File: config.mk
export PLATFORM = sky130hd
export DESIGN_NAME = dwm_monitor
export DESIGN_NICKNAME = d
export VERILOG_FILES = /design/src/pkg/dwm_pkg.sv /design/src/rtl/dwm_monitor.sv /design/src/rtl/dwm_timer.sv
export VERILOG_INCLUDE_DIRS = /design/src /design/src/pkg
export SDC_FILE = /design/constraint.sdc
export NUM_CORES = 1
export LEC_CHECK = 0
export BUFFER_PORTS_ARGS = -buffer_cell sky130_fd_sc_hd__buf_4
export CORE_ASPECT_RATIO = 0.5
export CORE_UTILIZATION = 50
export CTS_BUF_LIST = sky130_fd_sc_hd__clkbuf_2
export DETAILED_ROUTE_END_ITERATION = 8
export PLACE_DENSITY = 0.79
export SLEW_MARGIN = 40
export SYNTH_ARGS = -nofsm -noshare
export SYNTH_HDL_FRONTEND = slang
export SYNTH_HIERARCHICAL = 1
export SYNTH_SLANG_ARGS = --single-unit
File: constraint.sdc
create_clock -name pclk -period 7.6 [get_ports pclk]
set_input_delay 0 -clock pclk [delete_from_list [all_inputs] [get_ports pclk]]
set_output_delay 0 -clock pclk [all_outputs]
set_load 0.005 [all_outputs]
File: src/pkg/dwm_map.svh
`ifndef DWM_MAP_SVH
`define DWM_MAP_SVH
// clock and time base
`define DWM_CLK_NS        10
`define DWM_TICK_NS       1000000
`define DWM_COMM_LOSS_MS  2000
`define DWM_DIR_WIN_MS    500
`define DWM_BLINK_MS      250
// register byte offsets
`define DWM_OFS_CTRL      8'h00
`define DWM_OFS_THR_A     8'h04
`define DWM_OFS_THR_B     8'h08
`define DWM_OFS_THR_FB    8'h0c
`define DWM_OFS_RETRY     8'h10
`define DWM_OFS_FUNC_LO   8'h14
`define DWM_OFS_FUNC_HI   8'h18
`define DWM_OFS_VF1_HI    8'h1c
`define DWM_OFS_VF1_LO    8'h20
`define DWM_OFS_VF2_HI    8'h24
`define DWM_OFS_VF2_LO    8'h28
`define DWM_OFS_PID       8'h2c
`define DWM_OFS_WARN      8'h30
`define DWM_OFS_INT_STAT  8'h34
`define DWM_OFS_INT_MASK  8'h38
// writable bits per register
`define DWM_MSK_CTRL      32'h00000037
`define DWM_MSK_HALF      32'h0000ffff
`define DWM_MSK_RETRY     32'h00ffffff
`define DWM_MSK_PID       32'h000000ff
// reset values
`define DWM_RST_THR       32'h0000ffff
`define DWM_RST_FUNC      32'hffffffff
`define DWM_RST_VF_HI     32'h13881770
`define DWM_RST_VF_LO     32'h00960bb8
// ctrl fields, retry and pid setting values
`define DWM_CTRL_ACT_LSB  0
`define DWM_CTRL_EXT_LSB  4
`define DWM_ACT_WARN      3'h3
`define DWM_ACT_MAX       3'h4
`define DWM_EXT_CONT      2'h2
`define DWM_RETRY_MAX     8'h0a
`define DWM_PID_SRC_MAX   4'h4
`define DWM_PID_AIN1      4'h1
`define DWM_PID_AIN2      4'h2
// terminal function codes
`define DWM_FN_UP         8'h08
`define DWM_FN_DOWN       8'h09
`define DWM_FN_ACCDEC     8'h0b
`define DWM_FN_SRCH_MAX   8'h13
`define DWM_FN_EXT_FAULT  8'h19
`define DWM_FN_SRCH_SET   8'h22
`define DWM_FN_TWO_WIRE   8'h30
`define DWM_FN_THREE_WIRE 8'h31
`define DWM_FN_UNUSED     8'hff
// warning bit positions
`define DWM_W_COMM        0
`define DWM_W_OCA         1
`define DWM_W_OCB         2
`define DWM_W_FB          3
`define DWM_W_RETRY       4
`define DWM_W_DIR         5
`define DWM_W_RANGE       6
`define DWM_W_INPUT       7
`define DWM_W_VF          8
`define DWM_W_PID         9
`define DWM_W_EXT         10
`endif

File: src/pkg/dwm_pkg.sv
package dwm_pkg;
  // state of one tick timer
  typedef struct packed {
    logic [15:0] cnt;
    logic        expired;
  } dwm_tmr_t;
  // whole state of the monitor
  typedef struct packed {
    logic [9:0]  meta;
    logic [9:0]  sync;
    logic        fwd_prev;
    logic        rev_prev;
    logic        retry_prev;
    logic [31:0] ctrl;
    logic [31:0] thr_a;
    logic [31:0] thr_b;
    logic [31:0] thr_fb;
    logic [31:0] retry;
    logic [31:0] func_lo;
    logic [31:0] func_hi;
    logic [31:0] vf1_hi;
    logic [31:0] vf1_lo;
    logic [31:0] vf2_hi;
    logic [31:0] vf2_lo;
    logic [31:0] pid;
    logic [17:0] warn;
    logic [17:0] status;
    logic [17:0] mask;
    logic        irq;
    logic        pready;
    logic        pslverr;
    logic [31:0] prdata;
    logic [31:0] tick_cnt;
    logic        tick;
    logic [15:0] blink_cnt;
    logic        blink;
  } dwm_state_t;
endpackage

File: src/rtl/dwm_monitor.sv
// Summary of operation
// - action 3: warn after 2 s without messages
// - current reaching level A threshold warns
// - current reaching level B threshold warns
// - current reaching feedback threshold warns
// - retry warning holds until restart delay or auto reset ends
// - retry needs delay or count above zero
// - terminal code 25, selection 2: warn, run
// - fwd/rev within 0.5 s: warn and stop
// - out-of-range or dependent-range setting flags error
// - duplicate terminal functions, except external fault, flag error
// - up and down must be assigned together
// - up/down with accel/decel select is error
// - both speed-search kinds assigned is error
// - two-wire with three-wire control is error
// - vf breakpoints must strictly decrease, both curves
// - pid target and feedback on same analog input errors
`timescale 1ns/1ps
`include "dwm_map.svh"
module dwm_monitor
  import dwm_pkg::*;
#(
  parameter int TICK_CYCLES = `DWM_TICK_NS / `DWM_CLK_NS
)
(
  input  wire logic        pclk,
  input  wire logic        presetn,
  input  wire logic [7:0]  paddr,
  input  wire logic        psel,
  input  wire logic        penable,
  input  wire logic        pwrite,
  input  wire logic [31:0] pwdata,
  output logic [31:0]      prdata,
  output logic             pready,
  output logic             pslverr,
  input  wire logic        modbus_msg_rx,
  input  wire logic [15:0] current_level,
  input  wire logic        auto_reset_active,
  input  wire logic [7:0]  term_in,
  input  wire logic        fwd_run_in,
  input  wire logic        rev_run_in,
  output logic             comm_loss_warning,
  output logic             overcurrent_level_a_warning,
  output logic             overcurrent_level_b_warning,
  output logic             current_feedback_warning,
  output logic             retry_warning,
  output logic             ext_fault_in1_warning,
  output logic             ext_fault_in2_warning,
  output logic             ext_fault_in3_warning,
  output logic             ext_fault_in4_warning,
  output logic             ext_fault_in5_warning,
  output logic             ext_fault_in6_warning,
  output logic             ext_fault_in7_warning,
  output logic             ext_fault_in8_warning,
  output logic             direction_conflict_warning,
  output logic             stop_request,
  output logic             range_setting_error,
  output logic             input_assign_error,
  output logic             vf_curve_error,
  output logic             pid_source_error,
  output logic             warning_blink,
  output logic             irq
);
  // timer limits in ticks, derived from times in ms
  localparam logic [15:0] COMM_TICKS  =
    16'(`DWM_COMM_LOSS_MS * 1000000 / `DWM_TICK_NS);
  localparam logic [15:0] DIR_TICKS   =
    16'(`DWM_DIR_WIN_MS * 1000000 / `DWM_TICK_NS);
  localparam logic [15:0] BLINK_TICKS =
    16'(`DWM_BLINK_MS * 1000000 / `DWM_TICK_NS);

  // reset image of the state
  localparam dwm_state_t ST_RST = '{
    thr_a:   `DWM_RST_THR,
    thr_b:   `DWM_RST_THR,
    thr_fb:  `DWM_RST_THR,
    func_lo: `DWM_RST_FUNC,
    func_hi: `DWM_RST_FUNC,
    vf1_hi:  `DWM_RST_VF_HI,
    vf1_lo:  `DWM_RST_VF_LO,
    vf2_hi:  `DWM_RST_VF_HI,
    vf2_lo:  `DWM_RST_VF_LO,
    default: '0
  };

  dwm_state_t s_q;       // registered state
  dwm_state_t s_d;       // next state
  logic       comm_exp;  // no message for the loss time
  logic       dir_exp;   // direction window closed
  logic       rty_exp;   // restart delay elapsed
  logic       fwd_rise;  // forward run just became active
  logic       rev_rise;  // reverse run just became active
  logic       rty_rise;  // auto reset just started

  // mapped register offsets
  function automatic logic addr_hit(input logic [7:0] a);
    addr_hit = (a <= `DWM_OFS_INT_MASK) && (a[1:0] == 2'b00);
  endfunction

  // function code assigned to terminal i
  function automatic logic [7:0] fn_of(input logic [63:0] f,
                                       input int i);
    fn_of = f[i*8 +: 8];
  endfunction

  // any terminal carries the code
  function automatic logic has_fn(input logic [63:0] f,
                                  input logic [7:0] c);
    has_fn = 1'b0;
    for (int i = 0; i < 8; i++)
      if (fn_of(f, i) == c)
        has_fn = 1'b1;
  endfunction

  // two terminals share one countable function
  function automatic logic dup_fn(input logic [63:0] f);
    dup_fn = 1'b0;
    for (int i = 0; i < 8; i++)
      for (int j = i + 1; j < 8; j++)
        if (fn_of(f, i) == fn_of(f, j) &&
            fn_of(f, i) != `DWM_FN_EXT_FAULT &&
            fn_of(f, i) != `DWM_FN_UNUSED)
          dup_fn = 1'b1;
  endfunction

  // breakpoints not strictly falling
  function automatic logic vf_bad(input logic [31:0] hi,
                                  input logic [31:0] lo);
    vf_bad = !(hi[15:0] > hi[31:16] && hi[31:16] > lo[15:0] &&
               lo[15:0] > lo[31:16]);
  endfunction

  // edges of synchronised and internal levels
  assign fwd_rise = s_q.sync[8] & ~s_q.fwd_prev;
  assign rev_rise = s_q.sync[9] & ~s_q.rev_prev;
  assign rty_rise = auto_reset_active & ~s_q.retry_prev;

  // message watchdog, restarted by every message
  dwm_timer u_comm (
    .pclk    (pclk),
    .presetn (presetn),
    .tick    (s_q.tick),
    .start   (modbus_msg_rx),
    .limit   (COMM_TICKS),
    .expired (comm_exp)
  );

  // window opened by either run command edge
  dwm_timer u_dir (
    .pclk    (pclk),
    .presetn (presetn),
    .tick    (s_q.tick),
    .start   (fwd_rise | rev_rise),
    .limit   (DIR_TICKS),
    .expired (dir_exp)
  );

  // restart delay, counted in ticks
  dwm_timer u_rty (
    .pclk    (pclk),
    .presetn (presetn),
    .tick    (s_q.tick),
    .start   (rty_rise),
    .limit   (s_q.retry[15:0]),
    .expired (rty_exp)
  );

  // next state
  always_comb
  begin
    logic [63:0] fn;     // all terminal functions
    logic [17:0] w;      // fresh warnings
    logic [2:0]  act;    // loss action setting
    logic [1:0]  ext;    // external fault response
    logic        wr;     // write taken this edge
    fn  = '0;
    w   = '0;
    act = '0;
    ext = '0;
    wr  = 1'b0;
    s_d = s_q;
    fn  = {s_q.func_hi, s_q.func_lo};
    act = s_q.ctrl[`DWM_CTRL_ACT_LSB +: 3];
    ext = s_q.ctrl[`DWM_CTRL_EXT_LSB +: 2];

    // pin synchronisers
    s_d.meta       = {rev_run_in, fwd_run_in, term_in};
    s_d.sync       = s_q.meta;
    s_d.fwd_prev   = s_q.sync[8];
    s_d.rev_prev   = s_q.sync[9];
    s_d.retry_prev = auto_reset_active;

    // 1 ms tick divider
    s_d.tick = 1'b0;
    if (s_q.tick_cnt >= 32'(TICK_CYCLES - 1))
    begin
      s_d.tick_cnt = '0;
      s_d.tick     = 1'b1;
    end
    else
      s_d.tick_cnt = s_q.tick_cnt + 32'h00000001;

    // blink phase for flashing warnings
    if (s_q.tick)
    begin
      if (s_q.blink_cnt >= BLINK_TICKS - 16'h0001)
      begin
        s_d.blink_cnt = '0;
        s_d.blink     = ~s_q.blink;
      end
      else
        s_d.blink_cnt = s_q.blink_cnt + 16'h0001;
    end

    // communication loss
    w[`DWM_W_COMM] = (act == `DWM_ACT_WARN) & comm_exp;
    // current protection levels
    w[`DWM_W_OCA] = current_level >= s_q.thr_a[15:0];
    w[`DWM_W_OCB] = current_level >= s_q.thr_b[15:0];
    w[`DWM_W_FB]  = current_level >= s_q.thr_fb[15:0];

    // retry: set at start of auto reset, held till delay or auto reset ends
    w[`DWM_W_RETRY] = s_q.warn[`DWM_W_RETRY];
    if (rty_rise && (s_q.retry[15:0] != 16'h0000 ||
                     s_q.retry[23:16] != 8'h00))
      w[`DWM_W_RETRY] = 1'b1;
    else if (rty_exp || !auto_reset_active)
      w[`DWM_W_RETRY] = 1'b0;

    // external faults, run continues
    for (int i = 0; i < 8; i++)
      w[`DWM_W_EXT + i] = s_q.sync[i] &&
                          fn_of(fn, i) == `DWM_FN_EXT_FAULT &&
                          ext == `DWM_EXT_CONT;

    // both run commands inside the window
    w[`DWM_W_DIR] = s_q.warn[`DWM_W_DIR];
    if ((fwd_rise && s_q.sync[9] && (rev_rise || !dir_exp)) ||
        (rev_rise && s_q.sync[8] && (fwd_rise || !dir_exp)))
      w[`DWM_W_DIR] = 1'b1;
    else if (!(s_q.sync[8] && s_q.sync[9]))
      w[`DWM_W_DIR] = 1'b0;

    // range checks, some tied to other settings
    w[`DWM_W_RANGE] = act > `DWM_ACT_MAX ||
                      ext > `DWM_EXT_CONT ||
                      s_q.retry[23:16] > `DWM_RETRY_MAX ||
                      s_q.thr_a[15:0] > s_q.thr_b[15:0] ||
                      s_q.pid[3:0] > `DWM_PID_SRC_MAX ||
                      s_q.pid[7:4] > `DWM_PID_SRC_MAX;

    // terminal assignment conflicts
    w[`DWM_W_INPUT] =
      dup_fn(fn) ||
      (has_fn(fn, `DWM_FN_UP) != has_fn(fn, `DWM_FN_DOWN)) ||
      ((has_fn(fn, `DWM_FN_UP) || has_fn(fn, `DWM_FN_DOWN)) &&
       has_fn(fn, `DWM_FN_ACCDEC)) ||
      (has_fn(fn, `DWM_FN_SRCH_MAX) &&
       has_fn(fn, `DWM_FN_SRCH_SET)) ||
      (has_fn(fn, `DWM_FN_TWO_WIRE) &&
       has_fn(fn, `DWM_FN_THREE_WIRE));

    // vf curves of both motors
    w[`DWM_W_VF] = vf_bad(s_q.vf1_hi, s_q.vf1_lo) ||
                   vf_bad(s_q.vf2_hi, s_q.vf2_lo);

    // pid sources on one analog input
    w[`DWM_W_PID] = s_q.pid[3:0] == s_q.pid[7:4] &&
                    (s_q.pid[3:0] == `DWM_PID_AIN1 ||
                     s_q.pid[3:0] == `DWM_PID_AIN2);
    s_d.warn = w;

    // apb: answer registered in setup, write at access edge
    s_d.pready  = psel & ~penable;
    s_d.pslverr = psel & ~penable & ~addr_hit(paddr);
    wr = psel & penable & s_q.pready & pwrite;
    if (psel && !penable)
    begin
      if (paddr == `DWM_OFS_CTRL)
        s_d.prdata = s_q.ctrl;
      else if (paddr == `DWM_OFS_THR_A)
        s_d.prdata = s_q.thr_a;
      else if (paddr == `DWM_OFS_THR_B)
        s_d.prdata = s_q.thr_b;
      else if (paddr == `DWM_OFS_THR_FB)
        s_d.prdata = s_q.thr_fb;
      else if (paddr == `DWM_OFS_RETRY)
        s_d.prdata = s_q.retry;
      else if (paddr == `DWM_OFS_FUNC_LO)
        s_d.prdata = s_q.func_lo;
      else if (paddr == `DWM_OFS_FUNC_HI)
        s_d.prdata = s_q.func_hi;
      else if (paddr == `DWM_OFS_VF1_HI)
        s_d.prdata = s_q.vf1_hi;
      else if (paddr == `DWM_OFS_VF1_LO)
        s_d.prdata = s_q.vf1_lo;
      else if (paddr == `DWM_OFS_VF2_HI)
        s_d.prdata = s_q.vf2_hi;
      else if (paddr == `DWM_OFS_VF2_LO)
        s_d.prdata = s_q.vf2_lo;
      else if (paddr == `DWM_OFS_PID)
        s_d.prdata = s_q.pid;
      else if (paddr == `DWM_OFS_WARN)
        s_d.prdata = {14'h0000, s_q.warn};
      else if (paddr == `DWM_OFS_INT_STAT)
        s_d.prdata = {14'h0000, s_q.status};
      else if (paddr == `DWM_OFS_INT_MASK)
        s_d.prdata = {14'h0000, s_q.mask};
      else
        s_d.prdata = '0;
    end

    // register writes, reserved bits held at zero
    s_d.status = s_q.status;
    if (wr)
    begin
      if (paddr == `DWM_OFS_CTRL)
        s_d.ctrl = pwdata & `DWM_MSK_CTRL;
      else if (paddr == `DWM_OFS_THR_A)
        s_d.thr_a = pwdata & `DWM_MSK_HALF;
      else if (paddr == `DWM_OFS_THR_B)
        s_d.thr_b = pwdata & `DWM_MSK_HALF;
      else if (paddr == `DWM_OFS_THR_FB)
        s_d.thr_fb = pwdata & `DWM_MSK_HALF;
      else if (paddr == `DWM_OFS_RETRY)
        s_d.retry = pwdata & `DWM_MSK_RETRY;
      else if (paddr == `DWM_OFS_FUNC_LO)
        s_d.func_lo = pwdata;
      else if (paddr == `DWM_OFS_FUNC_HI)
        s_d.func_hi = pwdata;
      else if (paddr == `DWM_OFS_VF1_HI)
        s_d.vf1_hi = pwdata;
      else if (paddr == `DWM_OFS_VF1_LO)
        s_d.vf1_lo = pwdata;
      else if (paddr == `DWM_OFS_VF2_HI)
        s_d.vf2_hi = pwdata;
      else if (paddr == `DWM_OFS_VF2_LO)
        s_d.vf2_lo = pwdata;
      else if (paddr == `DWM_OFS_PID)
        s_d.pid = pwdata & `DWM_MSK_PID;
      else if (paddr == `DWM_OFS_INT_STAT)
        s_d.status = s_q.status & ~pwdata[17:0];
      else if (paddr == `DWM_OFS_INT_MASK)
        s_d.mask = pwdata[17:0];
    end

    // sticky events: a new warning wins over a clear
    s_d.status = s_d.status | (w & ~s_q.warn);
    s_d.irq    = |(s_d.status & s_d.mask);
  end

  // state register
  always_ff @(posedge pclk or negedge presetn)
  begin
    if (!presetn)
      s_q <= ST_RST;
    else
      s_q <= s_d;
  end

  // outputs straight from the state register
  assign prdata                      = s_q.prdata;
  assign pready                      = s_q.pready;
  assign pslverr                     = s_q.pslverr;
  assign comm_loss_warning           = s_q.warn[`DWM_W_COMM];
  assign overcurrent_level_a_warning = s_q.warn[`DWM_W_OCA];
  assign overcurrent_level_b_warning = s_q.warn[`DWM_W_OCB];
  assign current_feedback_warning    = s_q.warn[`DWM_W_FB];
  assign retry_warning               = s_q.warn[`DWM_W_RETRY];
  assign ext_fault_in1_warning       = s_q.warn[`DWM_W_EXT];
  assign ext_fault_in2_warning       = s_q.warn[`DWM_W_EXT + 1];
  assign ext_fault_in3_warning       = s_q.warn[`DWM_W_EXT + 2];
  assign ext_fault_in4_warning       = s_q.warn[`DWM_W_EXT + 3];
  assign ext_fault_in5_warning       = s_q.warn[`DWM_W_EXT + 4];
  assign ext_fault_in6_warning       = s_q.warn[`DWM_W_EXT + 5];
  assign ext_fault_in7_warning       = s_q.warn[`DWM_W_EXT + 6];
  assign ext_fault_in8_warning       = s_q.warn[`DWM_W_EXT + 7];
  assign direction_conflict_warning  = s_q.warn[`DWM_W_DIR];
  assign stop_request                = s_q.warn[`DWM_W_DIR];
  assign range_setting_error         = s_q.warn[`DWM_W_RANGE];
  assign input_assign_error          = s_q.warn[`DWM_W_INPUT];
  assign vf_curve_error              = s_q.warn[`DWM_W_VF];
  assign pid_source_error            = s_q.warn[`DWM_W_PID];
  assign warning_blink               = s_q.blink;
  assign irq                         = s_q.irq;
endmodule

File: src/rtl/dwm_timer.sv
`timescale 1ns/1ps
`include "dwm_map.svh"
// counts ticks after a start pulse, flags when limit is reached
module dwm_timer
  import dwm_pkg::*;
(
  input  wire logic        pclk,
  input  wire logic        presetn,
  input  wire logic        tick,
  input  wire logic        start,
  input  wire logic [15:0] limit,
  output logic             expired
);
  dwm_tmr_t t_q;  // registered state
  dwm_tmr_t t_d;  // next state

  // next state: restart wins, then count until limit
  always_comb
  begin
    t_d = t_q;
    if (start)
    begin
      t_d.cnt     = 16'h0000;
      t_d.expired = 1'b0;
    end
    else if (!t_q.expired)
    begin
      if (t_q.cnt >= limit)
        t_d.expired = 1'b1;
      else if (tick)
        t_d.cnt = t_q.cnt + 16'h0001;
    end
  end

  // state register
  always_ff @(posedge pclk or negedge presetn)
  begin
    if (!presetn)
      t_q <= '0;
    else
      t_q <= t_d;
  end

  assign expired = t_q.expired;
endmodule

---- Word level (Yosys, flattened, before mapping) ----
Index checks and enable logic that the tools add are counted.
storage, ports and cells
  bits in registers ....................... 490
  output and inout port bits .............. 55
  logic and storage cells ................. 496
operators by class
  add/sub/neg operators ................... 5
  magnitude comparators ................... 21
  equal/unequal tests ..................... 132
  muxes and demuxes ....................... 137
  bitwise logic cells ..................... 33
  reduce and logical (&&, ||, !) cells .... 134
operators with widths
  kind                                                                     count
  36-bit two-way mux                                                       13
  32-bit two-way mux                                                       12
  8-bit by 6-bit equality test with 1-bit output, second input constant    31
  8-bit equality test                                                      28
  8-bit by 4-bit equality test with 1-bit output, second input constant    26
  8-bit by 5-bit equality test with 1-bit output, second input constant    20
  18-bit two-way mux                                                       7
  16-bit > comparator                                                      7
  16-bit two-way mux                                                       7
  17-bit two-way mux                                                       6
  1-bit two-way mux                                                        92
  1-bit logical AND                                                        88
  16-bit by 1-bit adder with 16-bit output, second input constant          4
  16-bit >= comparator                                                     4
  8-bit by 5-bit inequality test with 1-bit output, second input constant  7
  8-bit inequality test, second input constant                             7
  18-bit bitwise AND                                                       3
  18-bit NOT                                                               2
  32-bit by 1-bit adder with 32-bit output, second input constant          1
  32-bit by 17-bit >= comparator with 1-bit output, second input constant  1
  18-bit bitwise OR                                                        1
  18-bit OR reduction                                                      1
  1-bit logical OR                                                         17
  1-bit NOT                                                                17
  other kinds (37)                                                         60

---- Longest topological paths before layout ----
  depth in word-level cells ............... 39
  gate-level depth with buffers ........... 13

---- Cells and area by module ----
Netlist, hierarchy kept.
modules (own cells, without submodules)
  module                   instances  cells an instance  area each (µm²)  seq. area each (µm²)
  dwm_monitor              1          2,820              26,819.5         11,183.2
  dwm_timer at u_comm ...  2          164                1,536.5          425.4
  dwm_timer at u_rty       1          157                1,386.3          425.4

---- Worst setup path before layout ----
OpenSTA, ideal clock, no wires.
  path type ............................... flip-flop to flip-flop
  from .................................... reg s_q[325] (netlist bit)
  to ...................................... reg s_q[110] (netlist bit)
  setup time .............................. 0.134 ns
  arrival time ............................ 2.734 ns
  required time ........................... 7.466 ns
  path slack .............................. 4.732 ns
  stages on the path, launching flop included .. 14
  period minus slack after synthesis ...... 2.868 ns
  path through ............................ dfstp_2 clkbuf_1 nor4_1 and3b_1 nand2_1 o31ai_1 a311o_1 nor4_1 ha_1 a211oi_1 o211ai_1 a211oi_1 and3_1 o21ai_0
RTL lines
  item                    line                source
  from (decl)             dwm_monitor.sv:86   dwm_state_t s_q;
  from (signal assigned)  dwm_monitor.sv:356  s_q <= ST_RST;
  from (signal assigned)  dwm_monitor.sv:358  s_q <= s_d;

==> run_results.csv <==
group,metric,value,unit
power,ir_drop,0.0000860,V
critical_path,worst-r2r-cell-count,12,
placement,port-buffer-count,127,
route,drtIter0Drc,4067,
synth,synth_xor_xnor_area_share,6.78,%
die,dieArea,63600,um^2
synth,synth_cells,3305,
power,power.switching_fraction,31.0,%
sta,skew,0.106,ns
cts,htreeDepth,3,
sta,timing.hold.ws,0.0362,ns
global_route,grt_pass1_wl,173000,um
placement,placed_area,32800,um^2
synth,ys_seq_elements,490,
layout,multi_input_area,17100,um^2
die,rows,64,
global_route,grt_usage,36.1,%
synth,synthMuxAreaShare,6.40,%
synth,synth_top_family_by_area,"compound AO/OA/AOI/OAI gates",
synth,syn_avg_cell_area,9.46,um^2
critical_path,r2r-end,"irq",
critical_path,critical_path_class,"reg -> reg",
cts,cts_buffers,111,
route,wl_per_cell,25.5,um
layout,fill_cells,5206,
synth,synth.most_common_cell,"dfrtp_1",
run_status,violations,"design-rule violations",
critical_path,worstPathRequired,8.74,ns
sta,maxSlewViolCount,0,
cts,cts_tree,"done",
sta,slew_headroom,30.4,%
power,power_density,142,nW/um^2
synth,synth_common_cells,"dfrtp_1 (332), nand2_1 (323), inv_1 (247)",
synth,synth_area,31300,um^2
cts,cts_root_buf,"clkbuf_2",
layout,nets,3877,
power,p_leak,16.6,nW
global_route,antenna_found_initial,18,
cts,clk_path_buf_depth,3,
die,pin_count,128,
die,die_y,179,um
global_route,grt_max_degree,154,
power,combPwrFrac,10.6,%
sta,fin_setup_tns,0,ns
synth,seq_area_frac_synth,39.8,%
worst_hold_path,min_path_type,"in -> reg",
route,ant_nets,0,
synth,synth_compound_area_share,16.2,%
critical_path,regToRegSetupSlack,3.08,ns
job,cap_violations,0,
die,core_area,61500,um^2
power,power.switching,1.58,mW
power,pwr-share-clk,35.2,%
placement,dp_hpwl,79300,um
critical_path,start_kind,"register",
route,dr.pass1.iters,9,
route,remaining_drc_errors,8,
synth,synth_top_cell_by_area,"dfrtp_1",
synth,synthDistinctLibCells,101,
critical_path,crit_path_end_kind,"register",
die,dieWidth,356,um
synth,synthAdderAreaFrac,8.67,%
sta,setup_viol,0,
critical_path,reg2reg_from,"pready",
layout,area_growth,14.5,%
synth,yosys_warnings,6,
die,initial_core_util,50.9,%
global_route,overflow,0,
synth,ys.flop_type,"dfrtp_1",
sta,rsz0062_at_grt,"false",
sta,hold_viol,0,
global_route,grt_pass1_vias,28000,
critical_path,endpoint,"irq",
synth,synthArstFlopShare,100,%
sta,timing.fmax,221,MHz
critical_path,crit_path_start,"pready",
route,dr_total_vias,28900,
placement,place_congestion,1.08,
synth,synth_area_leaders,"dfrtp_1 (27%), dfstp_2 (13%), ha_1 (8.6%), mux2_2 (5.6%), xnor2_1 (4.6%)",
synth,yosys.area_share.simple,15.7,%
layout,final_design_area_no_fill,35800,um^2
critical_path,cp_max_fo,8,
cts,worst_skew_pair.late_latency,1.26,ns
synth,synth-edff-count,0,
run_status,outcome,"finished, violations left",
layout,drive_gt1_share,21.0,%
layout,seqCellArea,12500,um^2
cts,clock_sinks,490,
cts,path_clk_slew,0.14,ns
route,vias_per_cell,6.38,
critical_path,cp.arrival,5.66,ns
sta,worst_pin_slew,1.04,ns
sta,min_period_over_period,59.4,%
sta,finalCriticalPeriod,4.52,ns
power,p_int,3.50,mW
route,routed_wl,115000,um
synth,synth.top_cell.area_share,26.6,%
power,pwr-share-seq,54.2,%
-- area by class of cell --
type | instances | area share, %
Multi-Input combinational cell | 2383 | 47.8
Sequential cell | 490 | 34.8
Timing Repair Buffer | 355 | 8.95
Tap cell | 825 | 2.88
Inverter | 247 | 2.59
Clock buffer | 174 | 2.43
Clock inverter | 35 | 0.451
Antenna cell | 15 | 0.105
-- power by group through the flow --
stage / Combinational, mW / Clock [mW] / Sequential, mW
floorplan: 0.253 / 0 / 2.76
global placement: 0.431 / 0 / 2.79
detailed placement: 0.449 / 0 / 2.80
CTS: 0.518 / 1.80 / 2.75
global route: 0.583 / 1.93 / 2.76
finish: 0.540 / 1.79 / 2.75
-- placed cells by master, fill, tap and decap left out, drive strengths merged, types with 10 or more instances in the layout --
cell type	synthesis	layout
a211oi	16	16
a21o	28	28
a21oi	141	141
a221o	17	17
a221oi	26	26
a222oi	11	11
a22o	19	19
a22oi	53	53
a31oi	35	35
a41oi	23	23
and3	41	41
buf	101	177
clkbuf	129	176
clkinv	0	32
conb	2	47
dfrtp	332	332
dfstp	158	158
diode	0	15
dlygate4sd3	0	176
ha	216	216
inv	247	248
mux2	169	169
mux2i	10	10
nand2	323	323
nand2b	21	21
nand3	60	60
nand4	109	109
nor2	165	165
nor2b	28	28
nor3	42	42
nor4	69	69
o211ai	14	14
o21a	17	17
o21ai	253	253
o221ai	17	17
o22ai	19	19
or2	15	15
xnor2	165	165
xor2	77	77
-- routing by layer --
| layer | up-vias | part of all wire, % | global-route usage [%] |
|---|---|---|---|
| met5 | - | 0.17 | 0 |
| met4 | 12 | 6.9 | 22.3 |
| met3 | 533 | 13 | 13.2 |
| met2 | 1953 | 43 | 53.9 |
| met1 | 14000 | 38 | 44.6 |
| li1 | 12400 | - | - |
-- sequential cells by signal, summed over array words and instances (netlist names), 12 cells and up --
name        flops
s_q           373
prdata         32
u_comm/t_q     16
u_dir/t_q      16
u_rty/t_q      16
s_d            12
-- critical path, cell delays in order (launching register included) --
cell and delay [ns]:
dfrtp_1 0.38, nand4_1 0.09, dlygate4sd3_1 0.56, buf_4 0.20
dlygate4sd3_1 0.75, a2111oi_4 0.68, buf_4 0.31, a21boi_0 0.12
o21ai_0 0.25, o2111a_1 0.23, nand4b_1 0.12, a2111oi_2 0.60
nand2_1 0.10
-- through the flow --
step	setup WS [ns]	utilization, %	total power [mW]	cells
after floorplan	4.73	-	3.02	3350
after global placement	3.88	53.1	3.22	4102
after detailed placement	3.81	53.4	3.24	4109
after CTS	3.16	58.0	5.07	4497
after global routing	3.01	58.2	5.27	4513
final	3.08	58.2	5.08	4524
-- how the worst min path moves through the flow --
stage | from | endpoint | slack (ns) | cells past startpoint
2_1_floorplan | presetn | comm_loss_warning | -0.30 | 0
3_3_place_gp | presetn | s_q[141] | 0.01 | 1
3_5_place_dp | presetn | prdata[15] | 0.02 | 1
4_1_cts | paddr[3] | prdata[17] | 0.04 | 5
5_1_grt | pwdata[10] | s_q[437] | 0.002 | 5
6_report | pwdata[11] | s_q[246] | 0.04 | 5
-- what timing repair did --
item                       CTS  global route
setup endpoints to repair    0             0
gates resized for setup      0             0
setup buffers                0             0
hold buffers               179            10
hold endpoints to repair   820            26
-- cells by family after synthesis --
logic type / count (synthesis)
other cells: 2
buf+inv: 477
mux: 179
flops: 490
xor+xnor: 242
simple gates: 946
compound gates: 752
fa+ha+maj: 217
Note: power is estimated with default switching activity, not from simulation.
